File: src/fma_flash_access_end_marker_none.sv
// Intentionally empty compile unit
`timescale 1ns/100ps
`default_nettype none
`default_nettype wire

File: src/fma_pkg.sv
// Constants, types and state layout for the flash access control block
package fma_pkg;
  // ---------------------------------------------------------------------------
  // Register map (byte addresses on the Avalon-MM slave)
  // ---------------------------------------------------------------------------
  localparam logic [3:0] OFS_MAP    = 4'h0;
  localparam logic [3:0] OFS_ID_MAIN = 4'h4;
  localparam logic [3:0] OFS_ID_SEC  = 4'h8;
  localparam logic [3:0] OFS_STATUS = 4'hc;
  // Mapping register fields and masks
  localparam int MAP_SRAM_FETCH = 0;
  localparam int MAP_SEC_FETCH  = 1;
  localparam int MAP_MAIN_FETCH = 2;
  localparam int MAP_SEC_READ   = 3;
  localparam int MAP_MAIN_READ  = 4;
  localparam int MAP_PORT_SIX   = 7;
  localparam logic [7:0] MAP_WR_MASK = 8'h9f;
  localparam logic [7:0] MAP_RST     = 8'h00;
  // Identification codes
  localparam logic [3:0] MAIN_2MBIT = 4'h4;
  localparam logic [3:0] MAIN_8MBIT = 4'h5;
  localparam logic [3:0] SRAM_NONE  = 4'h0;
  localparam logic [3:0] SRAM_16K   = 4'h1;
  localparam logic [3:0] SRAM_64K   = 4'h3;
  localparam logic [3:0] SEC_NONE   = 4'h0;
  localparam logic [3:0] SEC_256K   = 4'h2;
  localparam logic [1:0] SEC_FLASH  = 2'h0;
  // Sector geometry
  localparam int MAIN_SECTORS = 8;
  localparam int SEC_SECTORS  = 4;
  localparam int MAIN_SECT_KB = 64;
  localparam int SEC_SECT_KB  = 8;
  localparam int TERMS        = 3;
  // Instruction bytes and addresses
  localparam logic [11:0] UNL_ADDR1 = 12'h555;
  localparam logic [11:0] UNL_ADDR2 = 12'haaa;
  localparam logic [7:0]  UNL_DATA1 = 8'haa;
  localparam logic [7:0]  UNL_DATA2 = 8'h55;
  localparam logic [7:0]  CMD_PROG  = 8'ha0;
  localparam logic [7:0]  CMD_ERASE = 8'h80;
  localparam logic [7:0]  CMD_ID    = 8'h90;
  localparam logic [7:0]  CMD_SECT  = 8'h30;
  localparam logic [7:0]  CMD_BULK  = 8'h10;
  localparam logic [7:0]  CMD_SUSP  = 8'hb0;
  localparam logic [7:0]  CMD_RESET = 8'hf0;
  localparam logic [1:0]  ID_ADDR   = 2'h1;
  localparam logic [1:0]  PROT_ADDR = 2'h2;
  localparam logic [7:0]  PROT_YES  = 8'h01;
  localparam logic [7:0]  PROT_NO   = 8'h00;
  // Timing
  localparam int CLK_MHZ   = 40;
  localparam int GAP_US    = 80;
  localparam int GAP_CYC   = GAP_US * CLK_MHZ;
  localparam int PROG_US   = 14;
  localparam int PROG_CYC  = PROG_US * CLK_MHZ;
  localparam int ERASE_MS  = 1000;
  localparam int ERASE_CYC = ERASE_MS * 1000 * CLK_MHZ;
  localparam int CNT_W     = 26;
  // Instruction sequencer states
  typedef enum logic [8:0] {
    ST_READ = 9'h001, ST_UNL1 = 9'h002, ST_UNL2 = 9'h004,
    ST_PROG = 9'h008, ST_ERS0 = 9'h010, ST_ERS1 = 9'h020,
    ST_ERS2 = 9'h040, ST_EWIN = 9'h080, ST_ID   = 9'h100
  } fma_seq_e;
  // Host bus request
  typedef struct packed {
    logic [15:0] addr;
    logic [7:0]  wdata;
    logic        wr;
    logic        rd;
    logic        fetch;
  } fma_host_s;
  // Whole state of the block
  typedef struct packed {
    logic [7:0]              map;
    logic                    strap_done;
    logic                    ack;
    logic [31:0]             rdata;
    fma_seq_e                seq;
    logic                    tgt_main;
    logic [CNT_W-1:0]        gap;
    logic                    busy;
    logic                    erasing;
    logic                    susp;
    logic [CNT_W-1:0]        op_cnt;
    logic [MAIN_SECTORS-1:0] ers_main;
    logic [SEC_SECTORS-1:0]  ers_sec;
    logic                    prog;
    logic                    erase;
    logic [15:0]             prog_addr;
    logic [7:0]              prog_data;
    logic [7:0]              host_rdata;
  } fma_state_s;
endpackage : fma_pkg

File: src/fma_flash_access.sv
// Flash access control: memory mapping, size identification, sector decode and instruction sequencing
//
// Chosen here: the address map and the Avalon-MM interface to the registers.
`timescale 1ns/100ps
`default_nettype none
module fma_flash_access #(
  parameter logic [3:0] MAIN_SIZE   = 4'h4,
  parameter logic [3:0] SRAM_SIZE   = 4'h3,
  parameter logic [3:0] SEC_SIZE    = 4'h2,
  parameter logic [7:0] MAIN_ID     = 8'h5a,   // Arbitrary identifier value
  parameter int         ERASE_TIME  = 40000000
) (
  // Clock and reset
  input  wire logic                                 sys_clk_i,
  input  wire logic                                 rst_n_i,
  // Avalon-MM register slave
  input  wire logic [3:0]                           avs_address_i,
  input  wire logic                                 avs_read_i,
  input  wire logic                                 avs_write_i,
  input  wire logic [31:0]                          avs_writedata_i,
  input  wire logic [3:0]                           avs_byteenable_i,
  output logic [31:0]                               avs_readdata_o,
  output logic                                      avs_waitrequest_o,
  // Configuration straps
  input  wire logic                                 xa_mode_i,
  input  wire logic [4:1]                           cfg_map_i,
  input  wire logic                                 half_defined_i,
  input  wire logic                                 ready_busy_cfg_i,
  // Host parallel bus and decode logic terms
  input  wire fma_pkg::fma_host_s                   host_i,
  input  wire logic                                 page_bit_four_i,
  input  wire logic [fma_pkg::TERMS*fma_pkg::MAIN_SECTORS-1:0] main_terms_i,
  input  wire logic [fma_pkg::TERMS*fma_pkg::SEC_SECTORS-1:0]  sec_terms_i,
  input  wire logic                                 sram_sel_i,
  input  wire logic [fma_pkg::MAIN_SECTORS-1:0]     main_prot_i,
  input  wire logic [fma_pkg::SEC_SECTORS-1:0]      sec_prot_i,
  output logic [7:0]                                host_rdata_o,
  // Memory strobes
  output logic [fma_pkg::MAIN_SECTORS-1:0]          main_sector_selects_o,
  output logic [fma_pkg::SEC_SECTORS-1:0]           secondary_sector_selects_o,
  output logic                                      main_access_o,
  output logic                                      sec_access_o,
  output logic                                      sram_access_o,
  output logic                                      main_a15_o,
  // Array operations
  input  wire logic [7:0]                           array_rdata_i,
  output logic                                      array_prog_o,
  output logic                                      array_prog_main_o,
  output logic [15:0]                               array_prog_addr_o,
  output logic [7:0]                                array_prog_data_o,
  output logic                                      array_erase_o,
  output logic [fma_pkg::MAIN_SECTORS-1:0]          array_erase_main_o,
  output logic [fma_pkg::SEC_SECTORS-1:0]           array_erase_sec_o,
  // Pins
  output logic                                      ready_busy_pin_o,
  output logic                                      ready_busy_oe_n_o,
  output logic                                      port_six_peripheral_enable_o
);
  import fma_pkg::*;

  // ---------------------------------------------------------------------------
  // Sector decode
  // ---------------------------------------------------------------------------
  // eight main sectors, four secondary sectors
  logic [MAIN_SECTORS-1:0] msel;
  logic [SEC_SECTORS-1:0]  ssel;
  always_comb begin
    for (int i = 0; i < MAIN_SECTORS; i++) begin
      msel[i] = |main_terms_i[i*TERMS +: TERMS];
    end
    for (int j = 0; j < SEC_SECTORS; j++) begin
      ssel[j] = |sec_terms_i[j*TERMS +: TERMS];
    end
  end
  assign main_sector_selects_o      = msel;
  assign secondary_sector_selects_o = ssel;

  fma_state_s q;
  fma_state_s d;

  logic any_main;
  logic any_sec;
  logic fetch_sram_ok;
  logic fetch_sec_ok;
  logic fetch_main_ok;
  logic read_sec_ok;
  logic read_main_ok;
  assign any_main = |msel;
  assign any_sec  = |ssel;
  // outside the separate-space mode every path stays open
  assign fetch_sram_ok = !xa_mode_i || q.map[MAP_SRAM_FETCH];
  assign fetch_sec_ok  = !xa_mode_i || q.map[MAP_SEC_FETCH];
  assign fetch_main_ok = !xa_mode_i || q.map[MAP_MAIN_FETCH];
  assign read_sec_ok   = !xa_mode_i || q.map[MAP_SEC_READ];
  assign read_main_ok  = !xa_mode_i || q.map[MAP_MAIN_READ];

  // ---------------------------------------------------------------------------
  // Strobe gating
  // ---------------------------------------------------------------------------
  // fetch strobe gated per memory; data read gated per flash
  assign sram_access_o = sram_sel_i && ((host_i.fetch && fetch_sram_ok) || host_i.rd || host_i.wr);
  assign sec_access_o  = any_sec && ((host_i.fetch && fetch_sec_ok) || (host_i.rd && read_sec_ok));
  assign main_access_o = any_main && ((host_i.fetch && fetch_main_ok) || (host_i.rd && read_main_ok));
  // half-block select on A15; all sectors at once, not while erasing
  assign main_a15_o = (half_defined_i && !(q.busy && q.erasing)) ? page_bit_four_i : host_i.addr[15];

  // ---------------------------------------------------------------------------
  // Register and sequencer state update
  // ---------------------------------------------------------------------------
  logic        fwr;
  logic [11:0] a12;
  logic [7:0]  wd;
  logic        tgt_prot;
  logic        bus_req;
  logic [31:0] reg_rd;
  assign fwr     = host_i.wr && (any_main || any_sec);
  assign a12     = host_i.addr[11:0];
  assign wd      = host_i.wdata;
  assign bus_req = avs_read_i || avs_write_i;
  // protection of the sector now addressed
  assign tgt_prot = (any_main && |(msel & main_prot_i)) || (!any_main && |(ssel & sec_prot_i));

  // Register read mux; unmapped offsets read zero
  always_comb begin
    reg_rd = 32'h0000_0000;
    unique case (avs_address_i)
      OFS_MAP:     reg_rd[7:0] = q.map;
      // main size low nibble; SRAM size high nibble
      OFS_ID_MAIN: reg_rd[7:0] = {SRAM_SIZE, MAIN_SIZE};
      OFS_ID_SEC:  reg_rd[7:0] = {2'h0, SEC_FLASH, SEC_SIZE};
      OFS_STATUS:  reg_rd[3:0] = {xa_mode_i, q.seq == ST_ID, q.susp, q.busy};
      default:     reg_rd = 32'h0000_0000;
    endcase
  end

  always_comb begin
    d       = q;
    d.ack   = bus_req && !q.ack;
    d.prog  = 1'b0;
    d.erase = 1'b0;
    // stored configuration caught once after release
    if (!q.strap_done) begin
      d.strap_done = 1'b1;
      d.map[4:1]   = cfg_map_i;
    end
    // Bus slave: one wait state, then the answer; ID registers ignore writes
    if (bus_req && !q.ack) begin
      d.rdata = reg_rd;
      if (avs_write_i && avs_address_i == OFS_MAP && avs_byteenable_i[0]) begin
        d.map = avs_writedata_i[7:0] & MAP_WR_MASK;
      end
    end
    // Embedded operation timer
    if (q.busy && !q.susp) begin
      if (q.op_cnt == '0) begin
        d.busy    = 1'b0;
        d.erasing = 1'b0;
      end else begin
        d.op_cnt = q.op_cnt - 1'b1;
      end
    end
    if (q.seq != ST_READ && q.seq != ST_ID) begin
      if (q.gap == '0) begin
        d.seq = ST_READ;
        // Sector list closes: erase of the collected sectors starts
        if (q.seq == ST_EWIN) begin
          d.erase   = 1'b1;
          d.busy    = 1'b1;
          d.erasing = 1'b1;
          d.op_cnt  = CNT_W'(ERASE_TIME);
        end
      end else begin
        d.gap = q.gap - 1'b1;
      end
    end
    // flash writes feed the sequencer; a write in ST_PROG reaches the array as a program, a bulk erase write in ST_ERS2 as an erase
    if (fwr) begin
      d.gap = CNT_W'(GAP_CYC - 1);
      d.seq = ST_READ;
      unique case (q.seq)
        ST_READ, ST_ID: begin
          if (wd == UNL_DATA1 && a12 == UNL_ADDR1) begin
            d.seq      = ST_UNL1;
            d.tgt_main = any_main;
          end else if (wd == CMD_SUSP && q.busy && q.erasing && !q.susp && q.op_cnt != '0) begin
            // suspend a running erase; one that ends this cycle cannot be held
            d.susp = 1'b1;
          end else if (wd == CMD_SECT && q.susp) begin
            d.susp = 1'b0;
          end else if (q.seq == ST_ID && wd != CMD_RESET) begin
            d.seq = ST_ID;
          end
        end
        ST_UNL1: begin
          if (wd == UNL_DATA2 && a12 == UNL_ADDR2) begin
            d.seq = ST_UNL2;
          end
        end
        ST_UNL2: begin
          if (a12 == UNL_ADDR1) begin
            unique case (wd)
              CMD_PROG:  d.seq = ST_PROG;
              CMD_ERASE: d.seq = q.susp ? ST_READ : ST_ERS0;
              CMD_ID:    d.seq = ST_ID;
              default:   d.seq = ST_READ;
            endcase
          end
        end
        ST_PROG: begin
          // refuse protected target; one byte per program
          if (!tgt_prot && (!q.busy || (q.susp && !(|(msel & q.ers_main)) && !(|(ssel & q.ers_sec))))) begin
            d.prog      = 1'b1;
            d.prog_addr = host_i.addr;
            d.prog_data = wd;
            d.tgt_main  = any_main;
            d.busy      = 1'b1;
            d.op_cnt    = CNT_W'(PROG_CYC - 1);
          end
        end
        ST_ERS0: if (wd == UNL_DATA1 && a12 == UNL_ADDR1) d.seq = ST_ERS1;
        ST_ERS1: if (wd == UNL_DATA2 && a12 == UNL_ADDR2) d.seq = ST_ERS2;
        ST_ERS2, ST_EWIN: begin
          if (wd == CMD_SECT && !q.busy) begin
            // protected sectors drop out of the list
            d.seq      = ST_EWIN;
            d.ers_main = (q.seq == ST_ERS2 ? '0 : q.ers_main) | (msel & ~main_prot_i);
            d.ers_sec  = (q.seq == ST_ERS2 ? '0 : q.ers_sec) | (ssel & ~sec_prot_i);
          end else if (q.seq == ST_ERS2 && wd == CMD_BULK && a12 == UNL_ADDR1 && !q.busy) begin
            d.ers_main = q.tgt_main ? ~main_prot_i : '0;
            d.ers_sec  = q.tgt_main ? '0 : ~sec_prot_i;
            d.erase    = 1'b1;
            d.busy     = 1'b1;
            d.erasing  = 1'b1;
            d.op_cnt   = CNT_W'(ERASE_TIME);
          end
        end
        default: d.seq = ST_READ;
      endcase
    end
    // ROM-like read data, or identification words in ID mode
    d.host_rdata = array_rdata_i;
    if (q.seq == ST_ID && (any_main || any_sec)) begin
      if (a12[1:0] == ID_ADDR && q.tgt_main) begin
        d.host_rdata = MAIN_ID;
      end else if (a12[1:0] == PROT_ADDR) begin
        d.host_rdata = tgt_prot ? PROT_YES : PROT_NO;
      end
    end
  end

  // reset clears the map, straps are caught after release
  always_ff @(posedge sys_clk_i or negedge rst_n_i) begin
    if (!rst_n_i) begin
      q            <= '0;
      q.map        <= MAP_RST;
      q.seq        <= ST_READ;
    end else begin
      q <= d;
    end
  end

  // ---------------------------------------------------------------------------
  // Outputs
  // ---------------------------------------------------------------------------
  assign avs_waitrequest_o  = bus_req && !q.ack;
  assign avs_readdata_o     = q.rdata;
  assign host_rdata_o       = q.host_rdata;
  assign array_prog_o       = q.prog;
  assign array_prog_main_o  = q.tgt_main;
  assign array_prog_addr_o  = q.prog_addr;
  assign array_prog_data_o  = q.prog_data;
  assign array_erase_o      = q.erase;
  assign array_erase_main_o = q.ers_main;
  assign array_erase_sec_o  = q.ers_sec;
  // busy low while an operation runs; a suspended erase reads ready
  assign ready_busy_pin_o   = !(q.busy && !q.susp);
  assign ready_busy_oe_n_o  = !ready_busy_cfg_i;
  // peripheral mode of the sixth port
  assign port_six_peripheral_enable_o = q.map[MAP_PORT_SIX];
endmodule : fma_flash_access
`default_nettype wire

File: config.mk
export PLATFORM = sky130hd
export DESIGN_NAME = fma_flash_access
export DESIGN_NICKNAME = d
export VERILOG_FILES = /design/src/fma_flash_access_end_marker_none.sv /design/src/fma_pkg.sv /design/src/fma_flash_access.sv
export SDC_FILE = /design/constraint.sdc
export NUM_CORES = 1
export LEC_CHECK = 0
export ABC_CLOCK_PERIOD_IN_PS = 4000
export BUFFER_PORTS_ARGS = -buffer_cell sky130_fd_sc_hd__buf_4
export CAP_MARGIN = 20
export CORE_MARGIN = 4
export CORE_UTILIZATION = 30
export CTS_CLUSTER_SIZE = 12
export DETAILED_ROUTE_END_ITERATION = 8
export PLACE_DENSITY_LB_ADDON = 0.3
export SYNTH_ARGS = -nofsm -noshare
export SYNTH_HDL_FRONTEND = slang
export SYNTH_SLANG_ARGS = --single-unit
File: constraint.sdc
create_clock -name sys_clk_i -period 4 [get_ports sys_clk_i]
set_input_delay 0.4 -clock sys_clk_i [delete_from_list [all_inputs] [get_ports sys_clk_i]]
set_output_delay 0.4 -clock sys_clk_i [all_outputs]
set_load 0.005 [all_outputs]
==> results.md <==
STA:
- The worst pin sits at a relative slew slack of 0.409.
- The tightest hold path in the finished design has a slack of 0.0611 ns.
- The hold violation count in the final report is 0.
- The actual transition at the worst max-transition pin is 0.879 ns.
- Setup repair after global routing left no endpoint under its margin.
- The clock arrives with a little over 0.007 ns of skew.
- The highest clock frequency the design can meet is 0.344 GHz.
- Setup violations remaining at the end of the flow were counted as 0.
- The period utilization is 0.726.
- The final max-slew violation count is 0.
- Summed over all failing endpoints, the final setup total negative slack is 0 ns.
- For the finished layout, the period the worst path requires is 2.90 ns.
- After layout, the worst setup slack is 1.10 ns.

Synthesis:
- Summed over all instances, the cell type with the most area after synthesis is dfrtp_1.
- The commonest register cell after synthesis is dfrtp_1.
- The synthesis warning total is 0.
- Counting flops with a built-in enable in the synthesized netlist gives 0.
- After technology mapping, the gate count stands at 796.
- The most common cell in the synthesized netlist is dfrtp_1.
- The commonest cells after synthesis are dfrtp_1 (125), buf_4 (76), nand2_1 (64).
- By area the synthesized netlist is led by dfrtp_1 (42%), buf_4 (7.6%), nand2_1 (3.2%), mux2_4 (2.6%), nor2_1 (2.6%).
- In this run the cell area of the synthesized design comes to between 0.007 and 0.008 mm2.
- The share of the synthesized area in the top cell type is 0.415.
- A synthesized cell averages 9.46 um2.
- The proportion of register bits with asynchronous set or reset after synthesis is 1.00.
- The netlist uses a little under 70 different library cells.
- Synthesis inferred 126 register bits.
- The fraction of the yosys area taken by sequential cells is 0.419.

Finish:
- The layout-stage area growth over the synthesis result is 23.5%.
- The fill cell instance count of the final layout is 2483.
- The number of cells in the finished layout apart from fillers is roughly 1300.
- In the final layout, the share of cells above drive strength 1 is 0.292.
- Summing all non-filler instances in the final layout gives an area of between 0.009 and 0.01 mm2.
- 0 antenna diodes ended up in the layout.
- The number of nets in the finished design is around 1100.

Worst setup path:
- The worst setup path is captured at a flip-flop.
- The data required time of the worst path is 4.29 ns.
- The critical path in this run is classified as flip-flop to flip-flop.
- The critical path arrival is 3.19 ns.
- The critical path startpoint category is a flip-flop.
- In this run the worst path has a maximum fanout of 7.

Power:
- The worst IR drop on VDD is 0.280 mV.
- The leakage power figure is 4.08 nW.
- The power per cell area is 372 mW/mm2.

Place:
- The number of placed instances, taps included, is 1219.
- The final RePlAce weighted congestion is approximately 0.83.
- In this run the cell area measured after placement is between 0.008 and 0.009 mm2.
- The HPWL reported at the end of detailed placement is about 16 mm.
- Port buffering added 180 buffers.
- Prior to clock tree synthesis, the placed netlist has a worst setup slack of 0.855 ns.

Global route:
- The overall routing resource usage is 0.148.
- Entering global routing, the biggest net connects 60 pins.
- The number of global-route vias before repair is 6269.
- Summed over all layers, the global routing overflow is 0.
- The number of antenna violations at the first check in global routing is 1.
- The wire length of the first global-routing pass is around 34 mm.

Drt:
- The detailed route wirelength on metal2 is 9.95 mm.
- The routed design has around 21 mm of wire.
- The routed length per placed instance is 16.7 um.
- The first TritonRoute pass finished after 5 iterations.
- The top routing layer in use is met5.
- After detailed routing, the number of remaining DRC violations is 0.
- The number of vias in the routed layout is 6289.
- Summed over all nets, wire length on met3 after detailed routing comes to 1.07 mm.
- The number of antenna-violating nets in the routed design is 0.
- In the final routing, the length of wire on met1 measures 9.43 mm.
- The iteration-0 DRC count of the detailed router is 562.
- The average vias per placed instance is slightly above 5.

Clock network:
- CTS saw 126 sinks.
- The H-tree was split into 4 levels.
- The clock-pin transition on the worst setup and hold timing paths is 0.06 ns.
- For the worst-skew pair, the clock arrives at the later sink with an insertion delay of 0.43 ns.
- The cell sitting at the root of the clock tree is a clkbuf_16.
- The maximum number of buffers from clock root to sink is 2.
- The number of gates given a new drive strength after cts is 0.
- The TritonCTS clock tree is yes.
- The hold-fix buffer count after cts is 0.
- TritonCTS created 17 clock buffers.
- The post-CTS setup buffer count is 0.

Worst hold path:
- The worst hold path belongs to the class input pin to asynchronous set/reset pin.

Floorplanning:
- The number of placement rows is 57.
- The die footprint is 0.0277 mm2.
- The floorplan die height is 166 um.
- The initial core utilization is 0.307.
- The I/O pin total is roughly 240.
- The core area is 0.0245 mm2.
- In this run the horizontal extent of the chip is 166 um.

Run status:
- The flow ran to the end, and the final reports show no timing, DRC or antenna violations.

Run:
- The max capacitance violation total is 0.
registers in the layout (all words and copies together) (netlist names):
signal                        cells
array_erase_sec_o                 4
q                                71
array_prog_o                      1
array_prog_main_o                 1
array_erase_main_o                8
array_prog_data_o                 8
host_rdata_o                      8
array_prog_addr_o                16
avs_readdata_o                    7
port_six_peripheral_enable_o      1
array_erase_o                     1
kinds of logic after synthesis:
group,synth area share
other,0.000998
and+or+nand+nor,0.227
xor gates and xnor gates,0.0430
adders and majority gates,0.00499
AOI/OAI and AO/OA,0.140
muxes,0.0550
DFF,0.419
buffers and inverters,0.110
per-layer routing:
layer / global-route usage / up-vias
li1: - / 3044
met3: 0.0351 / 29
met4: 0.0491 / 2
met5: 0 / -
met2: 0.242 / 174
met1: 0.194 / 3040
where the power goes:
group	internal, mW	switching [mW]	leakage [nW]
registers	1.36	0.0820	1.61
logic	0.227	0.249	2.20
clock network	0.934	0.602	0.279
total	2.52	0.933	4.08
path summary, 6_finish.rpt:
path,cells past startpoint,from,slack [ns],to
min reg2reg,2,avs_readdata_o[7],0.48,avs_readdata_o[7]
min,1,rst_n_i,0.06,array_erase_main_o[1]
min in group sys_clk_i,3,avs_writedata_i[2],0.18,q[147]
max reg2reg,6,q[54],1.10,q[49]
max in group asynchronous,2,rst_n_i,3.04,array_prog_addr_o[14]
max,6,q[54],1.10,q[49]
placed cells by master, fill, tap and decap left out, types with 14 or more instances in the layout:
cell type    n
a21oi_1     36
a22o_1      14
buf_4      194
clkbuf_16   17
conb_1      26
dfrtp_1    125
mux2_2      15
nand2_1     64
nand3_1     27
nand4_1     15
nor2_1      52
nor3_1      20
nor4_1      24
o21ai_0     28
or3_1       31
or4_1       14
xnor2_1     18
xor2_1      19
worst max-delay path: stages, from the launching register on:
cell and delay, ns:
dfrtp_1 0.43, or4_1 0.64, or4_1 0.67, o31ai_1 0.60
or4_1 0.21, xor2_1 0.15, o21ai_1 0.07
through the flow:
step	total power [mW]	util
after CTS	3.50	0.379
after floorplan	1.74	-
after global placement	1.94	0.355
after global routing	3.62	0.379
after detailed placement	1.95	0.355
final	3.46	0.379
area by class of cell:
| type | count | area [um2] | share of cell area |
|---|---|---|---|
| Tap cell | 324 | 405 | 0.0436 |
| Multi-Input combinational cell | 562 | 3650 | 0.393 |
| Timing Repair Buffer | 194 | 1460 | 0.157 |
| Inverter | 13 | 48.8 | 0.00525 |
| Clock inverter | 13 | 141 | 0.0152 |
| Sequential cell | 126 | 3150 | 0.339 |
| Clock buffer | 19 | 443 | 0.0476 |
Power figures use the tool's default switching activity.
